[config.mk]
export PLATFORM = sky130hd
export DESIGN_NAME = adc_code_alarm
export DESIGN_NICKNAME = d
export VERILOG_FILES = /design/src/alarm_channel.v /design/src/result_shifter.v /design/src/adc_code_alarm.v
export VERILOG_INCLUDE_DIRS = /design/src /design/src/common
export SDC_FILE = /design/constraint.sdc
export NUM_CORES = 2
export LEC_CHECK = 0
export ABC_AREA = 0
export BUFFER_PORTS_ARGS = -buffer_cell sky130_fd_sc_hd__buf_2
export CORE_ASPECT_RATIO = 0.6
export CORE_MARGIN = 10
export CORE_UTILIZATION = 60
export DETAILED_ROUTE_END_ITERATION = 8
export PLACE_DENSITY = 0.74
export SYNTH_ARGS = -nofsm -noshare
export SYNTH_HDL_FRONTEND = slang
export SYNTH_HIERARCHICAL = 1
export SYNTH_SLANG_ARGS = --single-unit
[constraint.sdc]
create_clock -name pclk -period 7.65 [get_ports pclk]
set_clock_uncertainty 0.2 [all_clocks]
set_input_delay 1.1475 -clock pclk [delete_from_list [all_inputs] [get_ports pclk]]
set_output_delay 1.1475 -clock pclk [all_outputs]
set_load 0.01 [all_outputs]
[src/common/adc_alarm_defines.vh]
// constants of the result-code path, the channel alarms and the apb register map
// assumes a 32-bit apb slave on pclk, 12-bit straight-binary conversion results
`ifndef ADC_ALARM_DEFINES_VH
`define ADC_ALARM_DEFINES_VH

`define CODE_BITS        12
`define RESULT_FALL      5'h10
`define RANGE_COUNT      4'h9

// register byte offsets
`define OFS_ACTIVE       12'h000
`define OFS_TRIPPED      12'h004
`define OFS_INT_STATUS   12'h008
`define OFS_INT_MASK     12'h00c
`define OFS_LAST_RESULT  12'h010
`define OFS_RANGE        12'h014
`define OFS_LSB_INFO     12'h018
`define OFS_THRESH_BASE  12'h040

// threshold block word select within a channel
`define SEL_HIGH_T       2'h0
`define SEL_HIGH_H       2'h1
`define SEL_LOW_T        2'h2
`define SEL_LOW_H        2'h3

// reset values
`define RST_HIGH_T       12'hfff
`define RST_LOW_T        12'h000
`define RST_HYST         12'h000
`define RST_RANGE        32'h0000_0000
`define RST_INT_MASK     2'h0

// interrupt status bits
`define INT_CONV         0
`define INT_TRIP         1

// lsb size in units of 1/16 mv at a 4.096 v reference
`define LSB_AUX          8'h10

`endif

[src/alarm_channel.v]
// one channel's high and low alarm with thresholds, hysteresis and flags
// assumes thresholds written on pclk, evaluation strobe one cycle per conversion
`default_nettype none
`include "adc_alarm_defines.vh"

module alarm_channel (
  // clock and reset
  input  wire        pclk,
  input  wire        presetn,
  // threshold write
  input  wire        wr_en,
  input  wire [1:0]  wr_sel,
  input  wire [11:0] wr_data,
  // conversion result
  input  wire        eval,
  input  wire [11:0] code,
  // tripped flag clear
  input  wire        trip_clear,
  // state
  output reg  [11:0] high_t,
  output reg  [11:0] high_h,
  output reg  [11:0] low_t,
  output reg  [11:0] low_h,
  output reg         high_active,
  output reg         low_active,
  output reg         high_tripped,
  output reg         low_tripped,
  output wire        trip_event
);

  // ------------------------------------------------------------
  // limits, 14-bit signed so nothing wraps
  // ------------------------------------------------------------
  wire signed [13:0] c      = {2'b00, code};
  wire signed [13:0] hi_set = {2'b00, high_t} + {2'b00, high_h};
  wire signed [13:0] hi_clr = {2'b00, high_t} - {2'b00, high_h} - 14'sd2;
  wire signed [13:0] lo_set = {2'b00, low_t} - {2'b00, low_h} - 14'sd1;
  wire signed [13:0] lo_clr = {2'b00, low_t} + {2'b00, low_h} + 14'sd1;

  wire hi_on  = eval && (c > hi_set);
  wire hi_off = eval && (c <= hi_clr);
  wire lo_on  = eval && (c < lo_set);
  wire lo_off = eval && (c >= lo_clr);

  assign trip_event = hi_on | lo_on;

  // ------------------------------------------------------------
  // thresholds and hysteresis
  // ------------------------------------------------------------
  always @(posedge pclk or negedge presetn) begin
    if (!presetn) begin
      high_t <= `RST_HIGH_T;
      high_h <= `RST_HYST;
      low_t  <= `RST_LOW_T;
      low_h  <= `RST_HYST;
    end else if (wr_en) begin
      case (wr_sel)
        `SEL_HIGH_T: high_t <= wr_data;
        `SEL_HIGH_H: high_h <= wr_data;
        `SEL_LOW_T:  low_t  <= wr_data;
        default:     low_h  <= wr_data;
      endcase
    end
  end

  // ------------------------------------------------------------
  // active and tripped flags
  // ------------------------------------------------------------
  always @(posedge pclk or negedge presetn) begin
    if (!presetn) begin
      high_active  <= 1'b0;
      low_active   <= 1'b0;
      high_tripped <= 1'b0;
      low_tripped  <= 1'b0;
    end else begin
      if (hi_on)
        high_active <= 1'b1;
      else if (hi_off)
        high_active <= 1'b0;
      if (lo_on)
        low_active <= 1'b1;
      else if (lo_off)
        low_active <= 1'b0;
      // set wins over the read clear
      if (hi_on)
        high_tripped <= 1'b1;
      else if (trip_clear)
        high_tripped <= 1'b0;
      if (lo_on)
        low_tripped <= 1'b1;
      else if (trip_clear)
        low_tripped <= 1'b0;
    end
  end

endmodule // alarm_channel

`default_nettype wire

[src/result_shifter.v]
// msb-first shifter for the serial result output
// assumes load and shift strobes are single pclk cycles from synchronised edges
`default_nettype none
`include "adc_alarm_defines.vh"

module result_shifter #(
  parameter WIDTH = `CODE_BITS
) (
  // clock and reset
  input  wire             pclk,
  input  wire             presetn,
  // control
  input  wire             load,
  input  wire             shift,
  input  wire             idle,
  input  wire [WIDTH-1:0] data,
  // serial bit
  output reg              bit_out
);

  reg [WIDTH-2:0] rest;

  always @(posedge pclk or negedge presetn) begin
    if (!presetn) begin
      bit_out <= 1'b0;
      rest    <= {(WIDTH-1){1'b0}};
    end else if (idle) begin
      bit_out <= 1'b0;
      rest    <= {(WIDTH-1){1'b0}};
    end else if (load) begin
      bit_out <= data[WIDTH-1];
      rest    <= data[WIDTH-2:0];
    end else if (shift) begin
      // zeros follow the last bit
      bit_out <= rest[WIDTH-2];
      rest    <= {rest[WIDTH-3:0], 1'b0};
    end
  end

endmodule // result_shifter

`default_nettype wire

[src/adc_code_alarm.v]
// result-code path, per-channel alarms, alarm pin and serial result output
// assumes apb master on pclk; cs_n and sclk pins asynchronous to pclk;
// the converter hands over straight-binary codes one pclk strobe per conversion
`default_nettype none
`include "adc_alarm_defines.vh"

module adc_code_alarm #(
  parameter NUM_CH = 8
) (
  // clock and reset
  input  wire        pclk,
  input  wire        presetn,
  // apb slave
  input  wire        psel,
  input  wire        penable,
  input  wire        pwrite,
  input  wire [11:0] paddr,
  input  wire [31:0] pwdata,
  output reg  [31:0] prdata,
  output reg         pready,
  output reg         pslverr,
  // converter result
  input  wire        conv_valid,
  input  wire [3:0]  conv_channel,
  input  wire [11:0] conv_code,
  // serial pins
  input  wire        cs_n,
  input  wire        sclk,
  output wire        serial_result_out,
  output reg         serial_result_oe,
  output reg         alarm,
  // interrupt
  output reg         irq
);

  // ------------------------------------------------------------
  // pin synchronisers and edge detection
  // ------------------------------------------------------------
  reg cs_m;
  reg cs_s;
  reg cs_d;
  reg sclk_m;
  reg sclk_s;
  reg sclk_d;

  always @(posedge pclk or negedge presetn) begin
    if (!presetn) begin
      cs_m   <= 1'b1;
      cs_s   <= 1'b1;
      cs_d   <= 1'b1;
      sclk_m <= 1'b0;
      sclk_s <= 1'b0;
      sclk_d <= 1'b0;
    end else begin
      cs_m   <= cs_n;
      cs_s   <= cs_m;
      cs_d   <= cs_s;
      sclk_m <= sclk;
      sclk_s <= sclk_m;
      sclk_d <= sclk_s;
    end
  end

  wire frame_start = cs_d & ~cs_s;
  wire in_frame    = ~cs_s;
  wire sclk_fall   = in_frame & sclk_d & ~sclk_s;

  // ------------------------------------------------------------
  // serial clock fall counter within a frame
  // ------------------------------------------------------------
  reg  [4:0] fall_count;
  wire       tap_fall  = sclk_fall && (fall_count == (`RESULT_FALL - 5'h01));
  wire       late_fall = sclk_fall && (fall_count == `RESULT_FALL);

  always @(posedge pclk or negedge presetn) begin
    if (!presetn)
      fall_count <= 5'h00;
    else if (frame_start || !in_frame)
      fall_count <= 5'h00;
    else if (sclk_fall && fall_count != `RESULT_FALL)
      fall_count <= fall_count + 5'h01;
  end

  // ------------------------------------------------------------
  // last conversion result
  // ------------------------------------------------------------
  reg [11:0] last_code;
  reg [3:0]  last_channel;

  always @(posedge pclk or negedge presetn) begin
    if (!presetn) begin
      last_code    <= 12'h000;
      last_channel <= 4'h0;
    end else if (conv_valid) begin
      // straight binary: code 0 is negative full scale on bipolar ranges, top code positive
      last_code    <= conv_code;
      last_channel <= conv_channel;
    end
  end

  // ------------------------------------------------------------
  // serial result output
  // ------------------------------------------------------------
  result_shifter #(
    .WIDTH (`CODE_BITS)
  ) u_shift (
    .pclk    (pclk),
    .presetn (presetn),
    .load    (tap_fall),
    .shift   (late_fall),
    .idle    (!in_frame),
    .data    (last_code),
    .bit_out (serial_result_out)
  );

  always @(posedge pclk or negedge presetn) begin
    if (!presetn)
      serial_result_oe <= 1'b0;
    else
      serial_result_oe <= in_frame;
  end

  // ------------------------------------------------------------
  // apb decode
  // ------------------------------------------------------------
  wire        access   = psel & penable;
  wire        done     = access & pready;
  wire        wr_done  = done & pwrite;
  wire        rd_done  = done & ~pwrite;
  wire        in_thr   = (paddr >= `OFS_THRESH_BASE) &&
                         (paddr < `OFS_THRESH_BASE + NUM_CH * 16);
  wire [11:0] thr_off  = paddr - `OFS_THRESH_BASE;
  wire [3:0]  thr_ch   = thr_off[7:4];
  wire [1:0]  thr_sel  = thr_off[3:2];

  // ------------------------------------------------------------
  // channel alarms
  // ------------------------------------------------------------
  wire [NUM_CH-1:0] high_active;
  wire [NUM_CH-1:0] low_active;
  wire [NUM_CH-1:0] high_tripped;
  wire [NUM_CH-1:0] low_tripped;
  wire [NUM_CH-1:0] trip_event;
  wire [12*NUM_CH-1:0] high_t;
  wire [12*NUM_CH-1:0] high_h;
  wire [12*NUM_CH-1:0] low_t;
  wire [12*NUM_CH-1:0] low_h;
  wire trip_read = access && !pready && !pwrite && (paddr == `OFS_TRIPPED);

  genvar g;
  generate
    for (g = 0; g < NUM_CH; g = g + 1) begin : g_ch
      alarm_channel u_ch (
        .pclk         (pclk),
        .presetn      (presetn),
        .wr_en        (wr_done && in_thr && thr_ch == g),
        .wr_sel       (thr_sel),
        .wr_data      (pwdata[11:0]),
        .eval         (conv_valid && conv_channel == g),
        .code         (conv_code),
        .trip_clear   (trip_read),
        .high_t       (high_t[12*g +: 12]),
        .high_h       (high_h[12*g +: 12]),
        .low_t        (low_t[12*g +: 12]),
        .low_h        (low_h[12*g +: 12]),
        .high_active  (high_active[g]),
        .low_active   (low_active[g]),
        .high_tripped (high_tripped[g]),
        .low_tripped  (low_tripped[g]),
        .trip_event   (trip_event[g])
      );
    end
  endgenerate

  // ------------------------------------------------------------
  // alarm pin, updated on the 16th fall only
  // ------------------------------------------------------------
  always @(posedge pclk or negedge presetn) begin
    if (!presetn)
      alarm <= 1'b0;
    else if (tap_fall)
      alarm <= |{high_tripped, low_tripped};
  end

  // ------------------------------------------------------------
  // input ranges and lsb size
  // ------------------------------------------------------------
  reg  [31:0] range_sel;
  reg  [3:0]  last_range;
  reg  [7:0]  last_lsb;
  reg         last_unipolar;

  always @(posedge pclk or negedge presetn) begin
    if (!presetn)
      range_sel <= `RST_RANGE;
    else if (wr_done && paddr == `OFS_RANGE)
      range_sel <= pwdata;
  end

  always @* begin
    last_range = (last_channel < NUM_CH) ? range_sel[4*last_channel[2:0] +: 4] : 4'h0;
    last_unipolar = 1'b0;
    last_lsb = 8'h00;
    if (last_channel >= NUM_CH) begin
      // auxiliary input: zero to reference only
      last_lsb      = `LSB_AUX;
      last_unipolar = 1'b1;
    end else begin
      case (last_range)
        4'h0:    last_lsb = 8'h50;
        4'h1:    last_lsb = 8'h28;
        4'h2:    last_lsb = 8'h14;
        4'h3:    last_lsb = 8'h0a;
        4'h4:    last_lsb = 8'h05;
        4'h5:    last_lsb = 8'h28;
        4'h6:    last_lsb = 8'h14;
        4'h7:    last_lsb = 8'h0a;
        4'h8:    last_lsb = 8'h05;
        default: last_lsb = 8'h00;
      endcase
      last_unipolar = (last_range >= 4'h5) && (last_range < `RANGE_COUNT);
    end
  end

  // ------------------------------------------------------------
  // interrupt status and mask
  // ------------------------------------------------------------
  reg [1:0] int_status;
  reg [1:0] int_mask;
  wire [1:0] int_set = {|trip_event, conv_valid};
  wire [1:0] int_clr = (wr_done && paddr == `OFS_INT_STATUS) ? pwdata[1:0] : 2'h0;

  always @(posedge pclk or negedge presetn) begin
    if (!presetn) begin
      int_status <= 2'h0;
      int_mask   <= `RST_INT_MASK;
      irq        <= 1'b0;
    end else begin
      int_status <= int_set | (int_status & ~int_clr);
      if (wr_done && paddr == `OFS_INT_MASK)
        int_mask <= pwdata[1:0];
      irq <= |(int_status & int_mask);
    end
  end

  // ------------------------------------------------------------
  // apb read data, one wait state
  // ------------------------------------------------------------
  reg [31:0] next_prdata;
  reg        next_err;

  always @* begin
    next_prdata = 32'h0000_0000;
    next_err    = 1'b0;
    if (in_thr) begin
      case (thr_sel)
        `SEL_HIGH_T: next_prdata = {20'h00000, high_t[12*thr_ch[2:0] +: 12]};
        `SEL_HIGH_H: next_prdata = {20'h00000, high_h[12*thr_ch[2:0] +: 12]};
        `SEL_LOW_T:  next_prdata = {20'h00000, low_t[12*thr_ch[2:0] +: 12]};
        default:     next_prdata = {20'h00000, low_h[12*thr_ch[2:0] +: 12]};
      endcase
    end else begin
      case (paddr)
        `OFS_ACTIVE:      next_prdata = {16'h0000, low_active, high_active};
        `OFS_TRIPPED:     next_prdata = {16'h0000, low_tripped, high_tripped};
        `OFS_INT_STATUS:  next_prdata = {30'h0, int_status};
        `OFS_INT_MASK:    next_prdata = {30'h0, int_mask};
        `OFS_LAST_RESULT: next_prdata = {16'h0000, last_channel, last_code};
        `OFS_RANGE:       next_prdata = range_sel;
        `OFS_LSB_INFO:    next_prdata = {19'h00000, last_unipolar, last_range, last_lsb};
        default:          next_err    = 1'b1;
      endcase
    end
  end

  always @(posedge pclk or negedge presetn) begin
    if (!presetn) begin
      pready  <= 1'b0;
      prdata  <= 32'h0000_0000;
      pslverr <= 1'b0;
    end else begin
      pready  <= access & ~pready;
      prdata  <= (access & ~pready & ~pwrite) ? next_prdata : 32'h0000_0000;
      pslverr <= access & ~pready & next_err;
    end
  end

endmodule // adc_code_alarm

`default_nettype wire

* Yosys cells after proc, flatten, opt, wreduce, memory -nomap -nowiden *
Memories as Yosys holds them, arrays and structs flattened.
Index checks and enable logic that the tools add are counted.
Widths: inputs -> output; s select.

storage, ports and cells
  register bits = 528
  bits in read-only memories = 112
  input bits = 68
  output and inout port bits = 38
  memories kept = 1

cells by class
  add/sub/neg operators = 58
  multipliers = 1
  order comparisons = 38
  equality and inequality tests = 25
  shift operators = 5
  multiplexer cells = 67
  bitwise logic cells = 26
  reduce and logical (&&, ||, !) cells = 138

memory list
  memory           words  bits a word  rd ports  clocked after memory_dff  wr ports  line                  text
  (no name shown)  16     7            1         0                         0         adc_code_alarm.v:209  case (last_range)

operator list
  operator               count
  $shiftx 96x8->12       4
  $pmux 32 s7            1
  $add 12x12->13         16
  $sub 12x12->13         16
  $add 14x1->14 const B  8
  $ge 13x14->1           8
  $gt 13x14->1           8
  $le 13x14->1           8
  $lt 13x14->1           8
  $sub 14x1->14 const B  8
  $sub 14x2->14 const B  8
  $reduce_bool 2->1      33
  $mux 32                2
  $reduce_and 2->1       32
  $logic_and 1x1->1      60
  $mux 1                 55
  $eq 12x5->1 const B    3
  $pmux 12 s3            1
  $mux 11                3
  $eq 4x3->1 const B     8
  $shiftx 32x6->4        1
  $eq 12x4->1 const B    2
  $eq 4x2->1 const B     4
  $reduce_or 16->1       1
  other kinds (35)       60

* Depth between registers and ports, before layout *
  depth in word-level cells = 8
  depth in mapped cells = 23

* Cells and area by module *
The synthesis kept the hierarchy.

modules (own cells, without submodules)
  module                            instances  cells each  area each (µm²)  sequential area each (µm²)
  alarm_channel (g_ch[5].u_ch ...)  3          631         5,730.5          1,316.3
  alarm_channel (g_ch[2].u_ch ...)  3          589         5,462.7          1,316.3
  adc_code_alarm                    1          865         8,262.9          2,506.2
  alarm_channel (g_ch[1].u_ch)      1          620         5,719.2          1,316.3
  alarm_channel (g_ch[0].u_ch)      1          614         5,642.9          1,316.3
  result_shifter                    1          53          658.1            300.3

* Least setup slack after synthesis *
Ideal clock, no wire load.

  path kind = reg2reg
  start point = reg g_ch[3].u_ch.low_h[1]
  end point = reg int_status[1]
  arrival = 4,160 ps
  path slack = 3,226 ps
  cell stages (with the launch flop) = 20
  buffers on the path = 0
  clock period less this slack = 4,424 ps
  cell sequence = dfrtp_1 inv_1 ha_1 nor2b_1 o31a_4 o31ai_2 xor2_2 or3b_4 or3_4 xor2_1 ha_1 a221oi_1 nand2_1 a221o_1 a21o_1 a211o_2 nand2_1 nor4_1 nand2_1 a21o_1

between the ends
  cells in the longest elaborated chain, start to end = 7

RTL lines
  what                      line                  text
  start: declaration        alarm_channel.v:23    output reg [11:0] low_h,
  start signal: assignment  alarm_channel.v:55    low_h <= `RST_HYST;
  start signal: assignment  alarm_channel.v:61    default: low_h <= wr_data;
  $sub 12x12->13            alarm_channel.v:37    wire signed [13:0] lo_set = {2'b00, low_t} - {2'b00, low_h} - 14'sd1;
  $sub 14x1->14             alarm_channel.v:37
  $lt 13x14->1              alarm_channel.v:42    wire lo_on = eval && (c < lo_set);
  $logic_and 1x1->1         alarm_channel.v:42
  $or 1x1->1                alarm_channel.v:45    assign trip_event = hi_on | lo_on;
  via trip_event[3]         adc_code_alarm.v:143  wire [NUM_CH-1:0] trip_event;
  $reduce_or 8->1           adc_code_alarm.v:230  wire [1:0] int_set = {|trip_event, conv_valid};
  $or 2x2->2                adc_code_alarm.v:239  int_status <= int_set | (int_status & ~int_clr);
  end signal: assignment    adc_code_alarm.v:239
  end: declaration          adc_code_alarm.v:228  reg [1:0] int_status;

The timed path passes the listed nets, and every way through them passes these cells.
A chain may end at the register's enable or synchronous reset.

* Worst setup path in the final report *
  start point = reg g_ch[0].u_ch.low_h[1]
  end point = reg int_status[1]

between the ends
  cells in the longest elaborated chain, start to end = 7

RTL lines
  what                      line
  start: declaration        alarm_channel.v:23
  start signal: assignment  alarm_channel.v:55
  start signal: assignment  alarm_channel.v:61
  $sub 12x12->13            alarm_channel.v:37
  $sub 14x1->14             alarm_channel.v:37
  $lt 13x14->1              alarm_channel.v:42
  $logic_and 1x1->1         alarm_channel.v:42
  $or 1x1->1                alarm_channel.v:45
  via trip_event[0]         adc_code_alarm.v:143
  $reduce_or 8->1           adc_code_alarm.v:230
  $or 2x2->2                adc_code_alarm.v:239

The timed path passes the listed nets, and every way through them passes these cells.

==> summary.json <==
{
  "floorplan.die_area": {"value": 102500, "unit": "µm²"},
  "cp-end-kind": {"value": "flip-flop"},
  "timing.final.hold_violations": {"value": 0},
  "cellLeakagePower": {"value": 26.67, "unit": "nW"},
  "min_period": {"value": 5185, "unit": "ps"},
  "post_synth_main_area_contributors": {"value": "sky130_fd_sc_hd__dfrtp_1 20%, sky130_fd_sc_hd__ha_1 18%, sky130_fd_sc_hd__mux2_2 9.8%, sky130_fd_sc_hd__dfstp_2 4.8%, sky130_fd_sc_hd__xnor2_1 4.7%"},
  "gp_congestion": {"value": 0.9816},
  "timing.max_cap.violations": {"value": 0},
  "period_share": {"value": 67.77, "unit": "%"},
  "syn_to_final_growth": {"value": 6.144, "unit": "%"},
  "firstDrtPassIters": {"value": 8},
  "setup_violations": {"value": 0},
  "root_buffer": {"value": "sky130_fd_sc_hd__clkbuf_16"},
  "initial_utilization": {"value": 60.29, "unit": "%"},
  "clk_pin_slew": {"value": 70, "unit": "ps"},
  "cts_max_level": {"value": 2},
  "total_count_of_max_transition_violations_in_the_final_report": {"value": 0},
  "ctsLongestPathBuffers": {"value": 3},
  "worst_skew_pair.late_latency": {"value": 670, "unit": "ps"},
  "switching_share": {"value": 29.82, "unit": "%"},
  "clockPowerShare": {"value": 42.9, "unit": "%"},
  "critPathArrivalTime": {"value": 5550, "unit": "ps"},
  "synthCells": {"value": 5812},
  "final_nets": {"value": 6666},
  "synth_top_cell_by_area": {"value": "sky130_fd_sc_hd__dfrtp_1"},
  "setup_tns": {"value": 0, "unit": "ps"},
  "synthArstFlopShare": {"value": 100.0, "unit": "%"},
  "post_synthesis_mean_instance_area": {"value": 9.268, "unit": "µm²"},
  "flip_flop_and_latch_count_after_synthesis": {"value": 528},
  "internal_power": {"value": 4.679, "unit": "mW"},
  "maxClockFrequency": {"value": 0.1929, "unit": "GHz"},
  "worst_setup_path_startpoint": {"value": "g_ch[0].u_ch/low_h[1]"},
  "post_drt_wl_per_cell": {"value": 26.46, "unit": "µm"},
  "type_of_the_setup_path_with_the_least_slack": {"value": "reg -> reg"},
  "postLayoutCellArea": {"value": 57170, "unit": "µm²"},
  "global_route.overflow_total": {"value": 0},
  "power.switching": {"value": 1.989, "unit": "mW"},
  "cts_inserted_buffers": {"value": 53},
  "ff2ff_setup_slack": {"value": 2470, "unit": "ps"},
  "run_status": {"value": "complete, no violations"},
  "worst_hold_path_type": {"value": "reg -> reg"},
  "multi_input_comb_area": {"value": 37850, "unit": "µm²"},
  "number_of_enable_type_register_cells_in_the_synthesized_netlist": {"value": 0},
  "p_seq_share": {"value": 43.1, "unit": "%"},
  "routed_wl": {"value": 185.5, "unit": "mm"},
  "share_of_the_synthesized_area_in_the_top_cell_type": {"value": 19.93, "unit": "%"},
  "post-cts-setup-buffers": {"value": 0},
  "grt_setup_unrepaired": {"value": "no"},
  "grt_pass1_wl": {"value": 277.7, "unit": "mm"},
  "worstReg2RegEnd": {"value": "int_status[1]"},
  "floorplan.io_pins": {"value": 106},
  "vias_in_the_first_global_route": {"value": 43470},
  "mappedNetlistNets": {"value": 6691},
  "detailedRoute.firstIterationViolations": {"value": 6304},
  "power-per-cell-area": {"value": 116.6, "unit": "nW/µm²"},
  "number_of_library_cell_types_mapped_by_synthesis": {"value": 119},
  "endpoint": {"value": "int_status[1]"},
  "fillerInstances": {"value": 7398},
  "grt_start_max_net_pins": {"value": 165},
  "sequential_cell_area": {"value": 13340, "unit": "µm²"},
  "placement_rows": {"value": 85},
  "tightestPinTransition": {"value": 1378, "unit": "ps"},
  "ctsHoldBuffers": {"value": 0},
  "relative_slew_margins": {"value": 8.142, "unit": "%"},
  "detailroute.via_count": {"value": 46930},
  "comb_power_share": {"value": 14.0, "unit": "%"},
  "die_width": {"value": 406.8, "unit": "µm"},
  "irDropWorstVdd": {"value": 0.1826, "unit": "mV"},
  "ys_dominant_reg_cell": {"value": "sky130_fd_sc_hd__dfrtp_1"},
  "fraction_of_final_layout_cells_with_drive_strength_greater_than_1": {"value": 17.18, "unit": "%"},
  "die_height": {"value": 252.1, "unit": "µm"},
  "remaining_drc_errors": {"value": 0},
  "place.port_buffers": {"value": 105},
  "worst_r2r_path_depth": {"value": 18},
  "placed_cell_area": {"value": 55320, "unit": "µm²"},
  "synth_seq_area_share": {"value": 24.76, "unit": "%"},
  "netlist_area_before_placement": {"value": 53860, "unit": "µm²"},
  "rr_startpoint": {"value": "g_ch[0].u_ch/low_h[1]"},
  "ant_nets": {"value": 0},
  "path_max_fanout": {"value": 6},
  "ys.warnings.count": {"value": 6},
  "avgViaCountPerCell": {"value": 6.696},
  "design.core.area": {"value": 89340, "unit": "µm²"},
  "tritoncts": {"value": "done"},
  "timing.critical_path.from_type": {"value": "flip-flop"},
  "critical_path_required": {"value": 8010, "unit": "ps"},
  "grt_usage": {"value": 35.06, "unit": "%"},
  "resized_after_cts": {"value": 0},
  "yosys.cell_count.top_type": {"value": "sky130_fd_sc_hd__ha_1"},
  "netlist_top_cells_count": {"value": "779 x sky130_fd_sc_hd__ha_1, 468 x sky130_fd_sc_hd__mux2_2, 435 x sky130_fd_sc_hd__inv_1"},
  "clkSinkCount": {"value": 528},
  "detailedPlacementHpwl": {"value": 138.8, "unit": "mm"},
  "number_of_antenna_violations_at_the_first_check_in_global_routing": {"value": 13}
}
-- metrics by stage --
stage          instances  util [%]  worst slack [ps]  hold WS (ps)  power [mW]
2_1_floorplan       5812         -              3226         131.2       3.368
3_3_place_gp        6906     61.92              2594         139.4       3.800
3_5_place_dp        6906     61.92              2580         137.9       3.818
4_1_cts             7006     63.99              2563         137.3       6.623
5_1_grt             7007     63.99              2088         144.6       6.841
6_report            7009     64.00              2465         143.4       6.668
-- worst max-delay path, cell delays in order (launching register included) --
cell and delay [ps]:
sky130_fd_sc_hd__dfrtp_1 670, sky130_fd_sc_hd__inv_1 160, sky130_fd_sc_hd__ha_1 320, sky130_fd_sc_hd__nor2b_4 140, sky130_fd_sc_hd__o2111a_2 280, sky130_fd_sc_hd__or4b_4 540
sky130_fd_sc_hd__a311oi_2 310, sky130_fd_sc_hd__nor2_1 100, sky130_fd_sc_hd__or4b_1 500, sky130_fd_sc_hd__xor2_1 160, sky130_fd_sc_hd__ha_1 290, sky130_fd_sc_hd__nand2_1 50
sky130_fd_sc_hd__nor3_1 170, sky130_fd_sc_hd__a221oi_1 120, sky130_fd_sc_hd__o221ai_2 380, sky130_fd_sc_hd__nand2_1 130, sky130_fd_sc_hd__nor4_1 290, sky130_fd_sc_hd__nand2_1 90
sky130_fd_sc_hd__a21o_1 160
-- area by class of cell --
type | instances | area share [%]
repair buffers | 158 | 1.757
inverters | 441 | 2.895
flip-flops and latches | 528 | 23.33
clock inverters | 23 | 0.4727
diodes | 3 | 0.01313
multi-input cells | 4605 | 66.21
clock buffers | 77 | 2.757
well taps | 1174 | 2.569
-- routing by layer --
layer | vias to the layer above | share of wire (%) | global-route usage, % | routed length [µm]
li1 | 21160 | - | - | -
met1 | 22770 | 44 | 52.88 | 82310
met2 | 2638 | 37 | 45.45 | 69010
met3 | 349 | 15 | 13.54 | 28540
met4 | 12 | 3.0 | 8.868 | 5490
met5 | - | 0.067 | 0 | 125
-- layout by cell type (no fill, tap or decap), drive strengths merged, types with 33 or more instances in the layout --
master / count
ha: 779
mux2: 470
inv: 448
dfrtp: 429
nor2: 373
a21oi: 316
o21ai: 294
xnor2: 290
nand2: 232
buf: 158
nor3: 132
o21a: 119
nor2b: 111
xor2: 106
dfstp: 99
nand2b: 88
nand3: 87
clkbuf: 77
a21o: 71
a211oi: 65
mux2i: 60
or3: 58
o21bai: 51
nand4: 50
nor4: 49
and3: 47
a221oi: 45
o211ai: 44
o22ai: 41
a31oi: 36
o31a: 36
o2111ai: 34
and2: 33
-- how the worst min path moves through the flow --
stage | cells past startpoint | to | slack (ps) | start
global placement | 0 | sclk_s | 140 | sclk_m
floorplan | 0 | sclk_s | 130 | sclk_m
detailed placement | 0 | sclk_s | 140 | sclk_m
finish | 0 | sclk_s | 140 | sclk_m
CTS | 0 | sclk_s | 140 | sclk_m
global route | 0 | sclk_s | 140 | sclk_m
-- logic make-up after synthesis --
| family | count (synthesis) | synth area share (%) |
|---|---|---|
| AOI/OAI and AO/OA | 1429 | 18.43 |
| and+or+nand+nor | 1410 | 13.82 |
| adders and majority gates | 811 | 19.28 |
| buffers and inverters | 679 | 5.071 |
| muxes | 559 | 12.15 |
| DFF | 528 | 24.76 |
| xor gates and xnor gates | 396 | 6.481 |
-- sequential cells by signal, indices dropped and copies added (netlist names), 4 cells and up --
name                    cells
fall_count                  5
g_ch.u_ch/high_active       8
g_ch.u_ch/high_h           96
u_shift/rest               11
g_ch.u_ch/low_h            96
g_ch.u_ch/high_tripped      8
last_channel                4
last_code                  12
g_ch.u_ch/low_tripped       8
g_ch.u_ch/high_t           96
range_sel                  32
g_ch.u_ch/low_active        8
prdata                     32
g_ch.u_ch/low_t            96
-- power by group through the flow --
stage	Clock (mW)	Combinational, mW	Sequential, mW
finish	2.86	0.935	2.87
global route	2.97	1.00	2.87
CTS	2.85	0.903	2.87
detailed placement	0	0.898	2.92
global placement	0	0.880	2.92
floorplan	0	0.484	2.88
(Power assumes the default switching activity.)
